File: src/hdl/lvs_pkg.sv
package lvs_pkg;

  // ***************************************************
  // Register port shape
  // ***************************************************
  localparam int LVS_ADDR_W = 6;   // Register address width
  localparam int LVS_DATA_W = 16;  // Register data width

  typedef logic [LVS_ADDR_W-1:0] lvs_addr_t;  // Register address
  typedef logic [LVS_DATA_W-1:0] lvs_data_t;  // Register data word

  // One register access from the serial interface core
  typedef struct packed {
    logic wr;          // Write strobe, one cycle
    logic rd;          // Read strobe, one cycle
    lvs_addr_t addr;   // Register address
    lvs_data_t wdata;  // Write data, low bits used
  } lvs_reg_req_s;

  // Read answer
  typedef struct packed {
    logic rvalid;      // Read data valid, one cycle
    lvs_data_t rdata;  // Read data
  } lvs_reg_rsp_s;

  // ***************************************************
  // Register addresses
  // ***************************************************
  localparam lvs_addr_t ADDR_MODE = 6'h09;        // Mode register
  localparam lvs_addr_t ADDR_IRQ_EN = 6'h0a;      // Interrupt enable
  localparam lvs_addr_t ADDR_STATUS = 6'h0b;      // Status, plain read
  localparam lvs_addr_t ADDR_STATUS_CLR = 6'h0c;  // Status with reset
  localparam lvs_addr_t ADDR_CH1_OFS = 6'h0d;     // Channel one offset control
  localparam lvs_addr_t ADDR_ZX_TOUT = 6'h1d;     // Zero-cross timeout reload
  localparam lvs_addr_t ADDR_SAG_CYC = 6'h1e;     // Sag cycle limit
  localparam lvs_addr_t ADDR_SAG_LVL = 6'h1f;     // Sag threshold level
  localparam lvs_addr_t ADDR_PERIOD = 6'h27;      // Line period

  // ***************************************************
  // Field positions and reset values
  // ***************************************************
  localparam int STAT_SAG_BIT = 1;     // Sag event flag
  localparam int STAT_ZERO_CROSS_TIMEOUT_FLAG_BIT = 3;    // Zero-cross timeout flag
  localparam int STAT_ZX_BIT = 4;      // Zero-cross flag, idles high
  localparam int MODE_SAG_OUTPUT_DISABLE_BIT = 3;  // Sag output disable
  localparam int CH1_INTEG_BIT = 7;    // Integrator enable

  localparam lvs_data_t STATUS_RESET = 16'h0010;  // Zero-cross flag idles at one
  localparam lvs_data_t MODE_RESET = 16'h0000;    // Sag pin enabled
  localparam lvs_data_t IRQ_EN_RESET = 16'h0000;  // All sources masked
  localparam logic [7:0] CH1_OFS_RESET = 8'h00;   // Integrator off
  localparam logic [11:0] ZX_TOUT_RESET = 12'hfff;  // Longest timeout
  localparam logic [7:0] SAG_LVL_RESET = 8'h00;   // Sag detection at zero
  localparam logic [7:0] SAG_CYC_RESET = 8'h04;   // Three full cycles

  // ***************************************************
  // Timing in master clock cycles
  // ***************************************************
  localparam int ZX_TICK_CYC = 128;   // Timeout decrement interval
  localparam int PER_TICK_CYC = 8;    // Period count resolution
  localparam logic [14:0] PER_MAX = 15'h7fff;  // Period saturates, msb stays zero

endpackage : lvs_pkg

File: src/hdl/lvs_lowpass.sv
`timescale 1ns/1ps
`default_nettype none

// Single-pole smoothing filter on the voltage channel samples.
module lvs_lowpass #(
  parameter int SHIFT = 5  // Pole position as a power of two
) (
  input wire logic clk,                 // Master clock
  input wire logic rstn,                // Asynchronous reset, active low
  input wire logic in_vld,              // Raw sample strobe
  input wire logic [15:0] in_sample,    // Raw signed sample
  output logic out_vld,                 // Filtered sample strobe
  output logic [15:0] out_sample        // Filtered signed sample
);

  // ***************************************************
  // Elaboration check
  // ***************************************************
  if (SHIFT < 1 || SHIFT > 8) begin : g_bad_shift
    $error("lvs_lowpass: SHIFT out of range");
  end

  typedef struct packed {
    logic signed [23:0] acc;  // Output with eight fraction bits
    logic vld;                // Output strobe
  } lvs_lp_state_s;

  lvs_lp_state_s st_q;  // Registered state
  lvs_lp_state_s st_d;  // Next state

  logic signed [24:0] diff;  // Input minus output
  logic signed [24:0] step;  // Scaled correction

  // ***************************************************
  // Filter update
  // ***************************************************
  // Extra fraction bits keep the pole free of dead band at small steps
  always_comb begin
    st_d = st_q;
    diff = $signed({in_sample[15], in_sample, 8'h00}) - $signed({st_q.acc[23], st_q.acc});
    step = diff >>> SHIFT;
    st_d.vld = in_vld;
    if (in_vld) begin  // Move one step toward the new sample
      st_d.acc = st_q.acc + step[23:0];
    end
  end

  // State register
  always_ff @(posedge clk or negedge rstn) begin
    if (!rstn) begin
      st_q <= '0;
    end else begin
      st_q <= st_d;
    end
  end

  assign out_vld = st_q.vld;
  assign out_sample = st_q.acc[23:8];

endmodule // lvs_lowpass

`default_nettype wire

File: src/hdl/lvs_top.sv
`timescale 1ns/1ps
`default_nettype none

module lvs_top
  import lvs_pkg::*;
#(
  parameter int LP_SHIFT = 5  // Voltage filter pole as a power of two
) (
  input wire logic clk,                    // Master clock
  input wire logic rstn,                   // Asynchronous reset, active low
  input wire lvs_pkg::lvs_reg_req_s req,   // Register access from serial core
  output lvs_pkg::lvs_reg_rsp_s rsp,       // Register read answer
  input wire logic v_vld,                  // Voltage sample strobe
  input wire logic [15:0] v_sample,        // Voltage sample, signed
  input wire logic supply_low,             // Supply monitor, asynchronous
  output logic zero_cross_out,             // Zero-cross output pin level
  output logic sag_n,                      // Sag pin, active low
  output logic irq_n,                      // Interrupt pin, active low
  output logic integ_en,                   // Channel one integrator enable
  output logic accum_en                    // Energy accumulation allowed
);
  import lvs_pkg::*;

  // ***************************************************
  // Elaboration check
  // ***************************************************
  if (ZX_TICK_CYC != 128 || PER_TICK_CYC != 8) begin : g_bad_tick
    $error("lvs_top: divider widths assume 128 and 8");
  end

  // ***************************************************
  // State
  // ***************************************************
  typedef struct packed {
    logic [6:0] zx_div;       // Timeout tick divider
    logic [2:0] per_div;      // Period tick divider
    logic [11:0] zx_cnt;      // Running timeout count
    logic [11:0] zx_reload;   // Programmed timeout
    logic [14:0] per_raw;     // Period count in progress
    logic [18:0] per_filt;    // Smoothed period, four fraction bits
    logic per_seen;           // First positive crossing seen
    logic per_have;           // One full period measured
    lvs_data_t mode;          // Mode register
    lvs_data_t irq_en;        // Interrupt enable
    lvs_data_t status;        // Interrupt status
    logic [7:0] ch1_ofs;      // Channel one offset control
    logic [7:0] sag_lvl;      // Sag threshold
    logic [7:0] sag_cyc;      // Sag cycle limit
    logic [7:0] sag_run;      // Consecutive low cycles
    logic cyc_low;            // Whole current cycle below threshold
    logic sag_low;            // Sag condition latched
    logic tout_low;           // Timeout condition latched
    logic prev_pos;           // Polarity of last filtered sample
    logic zx_out;             // Zero-cross pin level
    logic [2:0] sup_sync;     // Supply monitor synchroniser
    logic sup_low;            // Accepted supply state
    logic sag_pin_n;          // Sag pin level
    logic rvalid;             // Read answer strobe
    lvs_data_t rdata;         // Read answer data
  } lvs_state_s;

  lvs_state_s st_q;  // Registered state
  lvs_state_s st_d;  // Next state

  // Reset image of the whole state
  localparam lvs_state_s ST_RESET = '{
    zx_div: '0, per_div: '0, zx_cnt: ZX_TOUT_RESET, zx_reload: ZX_TOUT_RESET,
    per_raw: '0, per_filt: '0, per_seen: 1'b0, per_have: 1'b0,
    mode: MODE_RESET, irq_en: IRQ_EN_RESET, status: STATUS_RESET,
    ch1_ofs: CH1_OFS_RESET, sag_lvl: SAG_LVL_RESET, sag_cyc: SAG_CYC_RESET,
    sag_run: '0, cyc_low: 1'b1, sag_low: 1'b0, tout_low: 1'b0,
    prev_pos: 1'b0, zx_out: 1'b0, sup_sync: '0, sup_low: 1'b0,
    sag_pin_n: 1'b1, rvalid: 1'b0, rdata: '0
  };

  // ***************************************************
  // Filtered voltage channel
  // ***************************************************
  logic f_vld;         // Filtered sample strobe
  logic [15:0] f_smp;  // Filtered sample

  lvs_lowpass #(
    .SHIFT(LP_SHIFT)
  ) u_voltage_lowpass (
    .clk(clk),
    .rstn(rstn),
    .in_vld(v_vld),
    .in_sample(v_sample),
    .out_vld(f_vld),
    .out_sample(f_smp)
  );

  // ***************************************************
  // Helper functions
  // ***************************************************
  // Register address match, used by both write and read decode
  function automatic logic hit(input lvs_reg_req_s r, input lvs_addr_t a);
    hit = (r.addr == a);
  endfunction

  // Top byte of the doubled magnitude; the most negative code saturates
  function automatic logic [7:0] mag_byte(input logic [15:0] s);
    logic [15:0] m;
    m = s[15] ? (16'h0000 - s) : s;
    if (m[15]) begin
      m = 16'h7fff;
    end
    mag_byte = m[14:7];
  endfunction

  // ***************************************************
  // Combinational next state
  // ***************************************************
  logic now_pos;        // Filtered sample polarity
  logic cross_up;       // Positive-going crossing
  logic cross_dn;       // Negative-going crossing
  logic cross_any;      // Any crossing
  logic zx_tick;        // One pulse per 128 clocks
  logic per_tick;       // One pulse per 8 clocks
  logic [7:0] lvl_byte; // Compared magnitude byte
  logic below;          // Sample below threshold
  logic above;          // Sample above threshold
  logic tout_evt;       // Timeout reached zero
  logic sag_evt;        // Sag limit reached
  logic clr_rd;         // Status-with-reset read
  logic [19:0] per_new; // Smoothing sum
  lvs_data_t evt_mask;  // Flags set this cycle

  always_comb begin
    st_d = st_q;
    now_pos = ~f_smp[15];
    cross_up = f_vld && now_pos && !st_q.prev_pos;
    cross_dn = f_vld && !now_pos && st_q.prev_pos;
    cross_any = cross_up || cross_dn;
    zx_tick = (st_q.zx_div == 7'(ZX_TICK_CYC - 1));
    per_tick = (st_q.per_div == 3'(PER_TICK_CYC - 1));
    lvl_byte = mag_byte(f_smp);
    below = f_vld && (st_q.sag_lvl > lvl_byte);
    above = f_vld && (lvl_byte > st_q.sag_lvl);
    tout_evt = 1'b0;
    sag_evt = 1'b0;
    clr_rd = req.rd && hit(req, ADDR_STATUS_CLR);
    per_new = '0;
    evt_mask = '0;

    // Dividers give the slow enables
    st_d.zx_div = zx_tick ? '0 : st_q.zx_div + 7'h01;
    st_d.per_div = per_tick ? '0 : st_q.per_div + 3'h1;

    // Supply monitor: a change counts once stages two and three agree
    st_d.sup_sync = {st_q.sup_sync[1:0], supply_low};
    if (st_q.sup_sync[1] == st_q.sup_sync[2]) begin
      st_d.sup_low = st_q.sup_sync[2];
    end

    // Zero-cross pin follows polarity of the filtered voltage
    if (f_vld) begin
      st_d.prev_pos = now_pos;
    end
    if (cross_up) begin
      st_d.zx_out = 1'b1;
    end else if (cross_dn) begin
      st_d.zx_out = 1'b0;
    end

    // Timeout: reload on crossing, else count down and stop at zero
    if (cross_any) begin
      st_d.zx_cnt = st_q.zx_reload;
      st_d.tout_low = 1'b0;
    end else if (zx_tick && st_q.zx_cnt != '0) begin
      st_d.zx_cnt = st_q.zx_cnt - 12'h001;
      tout_evt = (st_q.zx_cnt == 12'h001);
    end
    if (tout_evt) begin
      st_d.tout_low = 1'b1;
      evt_mask[STAT_ZERO_CROSS_TIMEOUT_FLAG_BIT] = 1'b1;
    end

    // Period: count in units of eight clocks between rising crossings
    if (cross_up) begin
      st_d.per_raw = '0;
      st_d.per_seen = 1'b1;
      if (st_q.per_seen && !st_q.per_have) begin
        st_d.per_filt = {st_q.per_raw, 4'h0};
        st_d.per_have = 1'b1;
      end else if (st_q.per_seen) begin
        // Sixteen-step smoothing; fraction bits hold the jitter to one count
        per_new = {1'b0, st_q.per_filt} + {5'h00, st_q.per_raw} - {5'h00, st_q.per_filt[18:4]};
        st_d.per_filt = per_new[18:0];
      end
    end else if (per_tick && st_q.per_raw != PER_MAX) begin
      st_d.per_raw = st_q.per_raw + 15'h0001;
    end

    // Sag: a cycle counts low if no sample in it reached the threshold
    if (f_vld && !below) begin
      st_d.cyc_low = 1'b0;
    end
    if (cross_up) begin
      st_d.cyc_low = 1'b1;
      if (st_q.cyc_low && st_q.per_seen) begin
        if (st_q.sag_run != 8'hff) begin
          st_d.sag_run = st_q.sag_run + 8'h01;
        end
        // Fires once, on the cycle that makes the run equal limit minus one
        sag_evt = (8'(st_q.sag_run + 8'h01) == 8'(st_q.sag_cyc - 8'h01));
      end else begin
        st_d.sag_run = '0;
      end
    end
    if (sag_evt) begin
      st_d.sag_low = 1'b1;
      evt_mask[STAT_SAG_BIT] = 1'b1;
    end else if (above) begin
      st_d.sag_low = 1'b0;
      st_d.sag_run = '0;
    end

    // Sag pin: supply inactive overrides the disable bit
    st_d.sag_pin_n = !(st_d.sup_low ||
      (!st_q.mode[MODE_SAG_OUTPUT_DISABLE_BIT] && (st_d.sag_low || st_d.tout_low)));

    // Register writes
    if (req.wr) begin
      if (hit(req, ADDR_MODE)) begin
        st_d.mode = req.wdata;
      end
      if (hit(req, ADDR_IRQ_EN)) begin
        st_d.irq_en = req.wdata;
      end
      if (hit(req, ADDR_CH1_OFS)) begin
        st_d.ch1_ofs = req.wdata[7:0];
      end
      if (hit(req, ADDR_ZX_TOUT)) begin
        st_d.zx_reload = req.wdata[11:0];
      end
      if (hit(req, ADDR_SAG_CYC)) begin
        st_d.sag_cyc = req.wdata[7:0];
      end
      if (hit(req, ADDR_SAG_LVL)) begin
        st_d.sag_lvl = req.wdata[7:0];
      end
    end

    // Status: a read with reset restores defaults, events set afterwards
    if (clr_rd) begin
      st_d.status = STATUS_RESET;
    end
    st_d.status = st_d.status | evt_mask;
    if (cross_any) begin
      st_d.status[STAT_ZX_BIT] = 1'b0;
    end

    // Register reads answer one cycle after the strobe
    st_d.rvalid = req.rd;
    st_d.rdata = '0;
    if (req.rd) begin
      case (req.addr)
        ADDR_MODE: begin
          st_d.rdata = st_q.mode;
        end
        ADDR_IRQ_EN: begin
          st_d.rdata = st_q.irq_en;
        end
        ADDR_STATUS, ADDR_STATUS_CLR: begin
          st_d.rdata = st_q.status;
        end
        ADDR_CH1_OFS: begin
          st_d.rdata = {8'h00, st_q.ch1_ofs};
        end
        ADDR_ZX_TOUT: begin
          st_d.rdata = {4'h0, st_q.zx_reload};
        end
        ADDR_SAG_CYC: begin
          st_d.rdata = {8'h00, st_q.sag_cyc};
        end
        ADDR_SAG_LVL: begin
          st_d.rdata = {8'h00, st_q.sag_lvl};
        end
        ADDR_PERIOD: begin
          st_d.rdata = {1'b0, st_q.per_filt[18:4]};
        end
        default: begin
          st_d.rdata = '0;  // Unmapped reads return zero
        end
      endcase
    end
  end

  // ***************************************************
  // State register
  // ***************************************************
  always_ff @(posedge clk or negedge rstn) begin
    if (!rstn) begin
      st_q <= ST_RESET;
    end else begin
      st_q <= st_d;
    end
  end

  // ***************************************************
  // Outputs
  // ***************************************************
  // Zero-cross flag is active low in status, the others active high
  logic [2:0] pend;  // Enabled pending sources

  always_comb begin
    pend[0] = !st_q.status[STAT_ZX_BIT] && st_q.irq_en[STAT_ZX_BIT];
    pend[1] = st_q.status[STAT_ZERO_CROSS_TIMEOUT_FLAG_BIT] && st_q.irq_en[STAT_ZERO_CROSS_TIMEOUT_FLAG_BIT];
    pend[2] = st_q.status[STAT_SAG_BIT] && st_q.irq_en[STAT_SAG_BIT];
  end

  assign irq_n = ~|pend;
  assign zero_cross_out = st_q.zx_out;
  assign sag_n = st_q.sag_pin_n;
  assign integ_en = st_q.ch1_ofs[CH1_INTEG_BIT];
  assign accum_en = !st_q.sup_low;
  assign rsp = '{rvalid: st_q.rvalid, rdata: st_q.rdata};

endmodule // lvs_top

`default_nettype wire

File: config.mk
export PLATFORM = sky130hd
export DESIGN_NAME = lvs_top
export DESIGN_NICKNAME = d
export VERILOG_FILES = /design/src/hdl/lvs_pkg.sv /design/src/hdl/lvs_lowpass.sv /design/src/hdl/lvs_top.sv
export SDC_FILE = /design/constraint.sdc
export NUM_CORES = 1
export LEC_CHECK = 0
export BUFFER_PORTS_ARGS = -buffer_cell sky130_fd_sc_hd__buf_4
export CAP_MARGIN = 5
export CORE_ASPECT_RATIO = 1.75
export CORE_MARGIN = 4
export CORE_UTILIZATION = 45
export DETAILED_ROUTE_END_ITERATION = 10
export SLEW_MARGIN = 0
export SYNTH_ARGS = -nofsm -noshare
export SYNTH_HDL_FRONTEND = slang
export SYNTH_SLANG_ARGS = --single-unit
File: constraint.sdc
create_clock -name clk -period 3.65 [get_ports clk]
set_input_delay 0.1825 -clock clk [delete_from_list [all_inputs] [get_ports clk]]
set_output_delay 0.1825 -clock clk [all_outputs]
set_load 0.01 [all_outputs]
# ---- Yosys cells after proc, flatten, opt, wreduce, memory -nomap -nowiden
# Index checks and enable logic that the tools add are counted.
dict set report totals {
  ff_bits 202
  out_inout_bits 22
  word_cells 134
  input_bits 44
}
dict set report classes {
  n_reduce_logical 43
  eq_ne 16
  n_mux 33
  addsub 11
  bitwise 2
  order_cmp 2
}
# cell n
set op_table {}
lappend op_table {{16-bit case mux with 8 select lines} 1}
lappend op_table {{16-bit 2-to-1 mux} 3}
lappend op_table {{15-bit 2-to-1 mux} 3}
lappend op_table {{19-bit 2-to-1 mux} 2}
lappend op_table {{8-bit 2-to-1 mux} 4}
lappend op_table {{6-bit by 4-bit == test with 1-bit output, second input constant} 5}
lappend op_table {{24-bit by 24-bit subtractor with 25-bit output} 1}
lappend op_table {{24-bit adder} 1}
lappend op_table {{12-bit 2-to-1 mux} 2}
lappend op_table {{19-bit by 15-bit adder with 19-bit output} 1}
lappend op_table {{19-bit by 15-bit subtractor with 19-bit output} 1}
lappend op_table {{6-bit by 5-bit == test with 1-bit output, second input constant} 3}
lappend op_table {{8-bit > comparator} 2}
lappend op_table {{1-bit logical AND} 16}
lappend op_table {{16-bit by 4-bit bitwise OR with 16-bit output} 1}
lappend op_table {{2-bit AND reduction} 8}
lappend op_table {{1-bit by 16-bit subtractor with 16-bit output, first input constant} 1}
lappend op_table {{15-bit by 1-bit adder with 15-bit output, second input constant} 1}
lappend op_table {{1-bit 2-to-1 mux} 15}
lappend op_table {{15-bit != test, second input constant} 1}
lappend op_table {{12-bit by 1-bit == test with 1-bit output, second input constant} 1}
lappend op_table {{12-bit nonzero test} 1}
lappend op_table {{12-bit by 1-bit subtractor with 12-bit output, second input constant} 1}
lappend op_table {{2-bit nonzero test} 5}
lappend op_table {{other kinds (18)} 27}

# ---- Depth between registers and ports, before layout
dict set report depth {
  ltp_word 11
  depth_mapped 21
  depth_no_buf 21
}

# ---- Hierarchy
# A second synthesis with hierarchy kept.
dict set report unflattened {
  cells_unflattened 1287
  hier_area_um2 12524.5
}
# mod area_each_um2 cells_each seq_area_each_um2 instances
set by_module_without_submodules {}
lappend by_module_without_submodules {lvs_top 9370.2 916 4139.0 1}
lappend by_module_without_submodules {lvs_lowpass 3154.3 371 625.6 1}

# ---- Worst setup path before layout
# OpenSTA, ideal clock, no wires.
dict set report synth_timing {
  kind {register -> register}
  startpoint {reg u_voltage_lowpass.st_q (netlist bit u_voltage_lowpass.out_sample[6])}
  endpoint {reg st_q (netlist bit sag_n)}
  setup_ns 0.078
  arrival_ns 3.925
  path_slack_ns -0.353
  path_buffers 0
  t_required_ns 3.572
  stages_incl_launch_ff 20
  synth_period_minus_slack_ns 4.003
  cell_sequence {dfrtp_1 nor4_1 nand4_1 or3_1 or3_1 or3_1 nor2_1 nand3_1 nand2_1 ha_1 nor2b_1 o21a_1 o21a_1 o21a_1 o21ai_0 a21oi_1 o21ai_0 o21ai_0 a31oi_1 nor2_1}
}
# element line_no
set synth_rtl {}
lappend synth_rtl {{from (decl)} lvs_lowpass.sv:28} ;# lvs_lp_state_s st_q;
lappend synth_rtl {{from (signal assigned)} lvs_lowpass.sv:53} ;# st_q <= st_d;
lappend synth_rtl {{to (signal assigned)} lvs_top.sv:297} ;# st_q <= st_d;
lappend synth_rtl {{to (decl)} lvs_top.sv:62} ;# lvs_state_s st_q;

==> results.txt <==
The post-detailed-placement half-perimeter wirelength came out at 24.0 mm. The final net count came out at 1563. The pin count of the biggest net entering global routing came out at 106. The startpoint identified for the worst register-to-register timing path is u_voltage_lowpass.out_sample[6]. Dividing the detail-routed wire length by the instance count gives ~18 um.

For this configuration, the core starts out at a cell density of 46.0%. The clock-pin slew reported for the worst setup and hold paths after clock tree synthesis came out at approximately 80 ps. The run finished, with violations left.

The share of final-layout standard cells stronger than drive strength 1 came out at 32.8%. The number of H-tree levels is 4. During I/O placement, the number of pins put on the boundary was 66.

Grouping stages by cell kind, the critical path spends the most delay in simple AND/OR/NAND/NOR gates. The number of instances in the placed design came out at 1693. The setup slack of the worst register-to-register path is -240 ps. The worst hold path passes through 2 cells.

The number of clock sinks seen by CTS came out at 189. TritonCTS built the clock tree. The clock skew is 11.1 ps. The maximum ir drop on the vdd rail came out at roughly 0.76 mV. The part of the cycle the worst path needs came out at 107%. The largest total area in the synthesized netlist belongs to dfrtp_1. In the post-synthesis netlist, the biggest area contributors are dfrtp_1 (34%), ha_1 (8.0%), mux2_2 (7.8%). The maximum achievable frequency is 0.257 GHz. The via count of the first global-routing pass is 9888.

The leakage power total is 0.00709 uW. The number of routed nets with antenna violations is 0. The total of warnings raised by yosys came out at 0. The clock latency of the later-clocked register in the worst-skew pair is approximately 450 ps.

After synthesis, the most frequently instantiated cells are dfrtp_1 (161), inv_1 (113), nand2_1 (110). The overall power is roughly 16000 uW. The time the worst path needs with I/O delays and setup is 3890 ps.

The final reports fail on negative setup slack. The first global-routing pass estimated 50.2 mm of wire. For the final routed database, the setup TNS stands at -2900 ps. In this run the critical register-to-register path is captured at st_q[29]. The total detailed-routing wirelength is 31.7 mm. In this run the tightest slew margin relative to its limit is 40.8%. The number of nets in the synthesized netlist is about 1.4k.

Routability-driven placement finished with a final weighted congestion of slightly below 0.9. The buffer type at the clock tree root is clkbuf_16. The area added between synthesis and finish came out at 25.8%.

The power per unit of standard cell area came out at 1080 nW/um2. In the synthesized netlist the async set-or-reset flop fraction comes to 100%. The transition time at the pin with the least slew margin came out at 887 ps. The initial antenna violation count came out at 0.

In the post-route analysis, the smallest setup slack over all paths is -244 ps. The average via count per standard cell is 5.47. The path type of the worst setup path is flop to flop.

The endpoint kind of the worst setup timing path is a flop. The synthesized netlist occupies a cell area of 12000 um2. Setup violations remaining at the end of the flow were counted as 18. The post-detailed-route DRC marker count came out at 0.

The highest-delay cell along the critical path is dfrtp_1. The share of the yosys chip area belonging to registers came out at 39.8%. On the worst path, the slowest cell contributes a delay of 410 ps. The repair_antennas step left the layout with diodes totalling 0. Counting the buffers created by CTS gives 17. After synthesis the netlist holds a flip-flop and latch count of 189.

In this run the deepest clock path goes through 2 buffers. Yosys mapped the design onto 74 distinct sky130hd cell types. Of the post-synthesis cell area, the dominant cell type holds 33.6%. Among all cell types in the netlist, the one instantiated most often is dfrtp_1. The first TritonRoute pass finished after 8 iterations. Buffers placed on the I/O ports in this run total 65. The number of enable flip-flop cells after synthesis came out at 0. The main flop type after synthesis is dfrtp_1.

The count of pins over their slew limit is 0. After synthesis, the mean cell area works out to approximately 10 um2. Traced cell by cell, the critical path runs through nor4_2, nand4_1, or3_4, or3_4, or3_4, nor2_4, nand3_4, nand2_4, ha_4, nor2b_4, o21a_1, o21a_1, o21a_1, o21ai_1, a21oi_1, o21ai_2, nor3b_4, a21o_4, nor2_2. In this run the worst hold path is classified as input pin to flop.

The worst hold path terminates at st_q[44]. Excluding fillers, the count of instances in the completed layout stands at 1759. Data arrives at the worst endpoint at 4270 ps. The worst hold path begins at req[1].

The die area came out at 29400 um2. The tool flagged a number of max-cap violations equal to 0. The number of rows in the core area came out at 78. The worst-path maximum fanout came out at 6. The overall routing resource usage is 21.4%. Measured along the y axis, the die boundary spans 224 um. The count of buffering cells on the critical path with inverters included came out at 0.

The number of fill cells is 2297. The worst setup path is launched from a flop. Measured in cells, the most critical reg-to-reg path has a length of 19. The data required time at the worst endpoint is 4030 ps. The core region is between 20000 and 30000 um2. The total overflow left after global routing is 0. Setup repair after global routing could not meet its margin everywhere. The count of final hold-check violations was 0.

The overall via count from detail_route is 9621. The starting DRC count in detailed routing is ~460. The horizontal extent of the die is ~130 um. The post-synthesis cell count came out at around 1.2k.
==> per-stage QoR <==
stage	instance area, um2	setup slack, ps	hold slack [ps]	util, %
after floorplan	12000	-70.7	-113	-
after global placement	13600	-246	292	52.3
after detailed placement	13600	-316	294	52.3
after CTS	14500	-238	15.4	55.8
after global routing	15100	-461	22.2	57.9
final	15100	-244	33.1	57.9
==> final cells by class <==
cell class / instances / area (um2) / share of cell area (%)
Clock buffer: 20 / 467 / 3.09
Clock inverter: 12 / 128 / 0.846
Inverter: 113 / 427 / 2.83
Multi-Input combinational cell: 874 / 7090 / 47.0
Sequential cell: 189 / 4760 / 31.6
Tap cell: 320 / 400 / 2.65
Timing Repair Buffer: 231 / 1810 / 12.0
==> how the worst max path moves through the flow <==
stage | from | end | slack (ps) | depth (start not counted)
2_1_floorplan | u_voltage_lowpass.out_sample[3] | st_q[28] | -70 | 19
3_3_place_gp | u_voltage_lowpass.out_sample[0] | u_voltage_lowpass.out_sample[14] | -250 | 20
3_5_place_dp | u_voltage_lowpass.out_sample[3] | sag_n | -320 | 19
4_1_cts | u_voltage_lowpass.st_q[2] | u_voltage_lowpass.out_sample[14] | -240 | 17
5_1_grt | u_voltage_lowpass.out_sample[6] | st_q[27] | -460 | 19
6_report | u_voltage_lowpass.out_sample[6] | st_q[29] | -240 | 19
==> state kept, by name, indices dropped and copies added, names as in the netlist <==
signal and flops:
u_voltage_lowpass.st_q 8, sag_n 1, zero_cross_out 1, u_voltage_lowpass.out_sample 16, u_voltage_lowpass.out_vld 1, st_d 2, rsp 17, integ_en 1
st_q 142
==> metal layers <==
metal  wire length [um]  vias to the layer above  global-route usage [%]
met5                  0                        -                       0
met4               1330                        0                    10.2
met3                705                       63                    2.85
met2              18000                      163                    42.6
met1              11700                     4733                    21.8
li1                   -                     4662                       -
==> logic make-up (layout without fill, tap and decap cells) <==
family,count (synthesis),after routing,share of synthesized area (%)
compound gates,256,256,13.9
fa+ha+maj,94,94,10.8
simple gates,317,317,12.8
mux,94,94,8.72
xor+xnor,113,113,8.38
flops,189,189,39.8
buf+inv,162,376,5.68
==> cells in the final DEF, fill, tap and decap left out, drive strengths merged, types with 7 or more instances in the layout <==
cell,n
buf,219
dfrtp,161
inv,118
nand2,110
nor2,86
mux2,83
xnor2,82
a21oi,78
ha,77
o21ai,67
xor2,31
dfstp,28
nor3,24
clkbuf,21
a222oi,19
a21o,18
fa,16
nand3,16
nor2b,12
and3,12
nand4,11
o21bai,11
mux2i,11
dlygate4sd3,11
o21a,9
a22o,9
or3,9
nor4,9
nand2b,7
a22oi,7
a31oi,7
==> power by group <==
| group | internal (uW) | total (uW) | switching (uW) |
|---|---|---|---|
| Sequential | 2640 | 3060 | 416 |
| Combinational | 5650 | 11400 | 5760 |
| Clock | 1010 | 1870 | 860 |
| Total | 9310 | 16300 | 7040 |
==> what timing repair did <==
action | 4_1_cts | 5_1_grt
endpoints found under the hold margin | 114 | 0
resized for setup | 23 | 107
pin swaps | 27 | 57
endpoints found under the setup margin | 20 | 28
buffers inserted | 11 | 14
hold buffers | 11 | 0
Power figures use the tool's default switching activity.
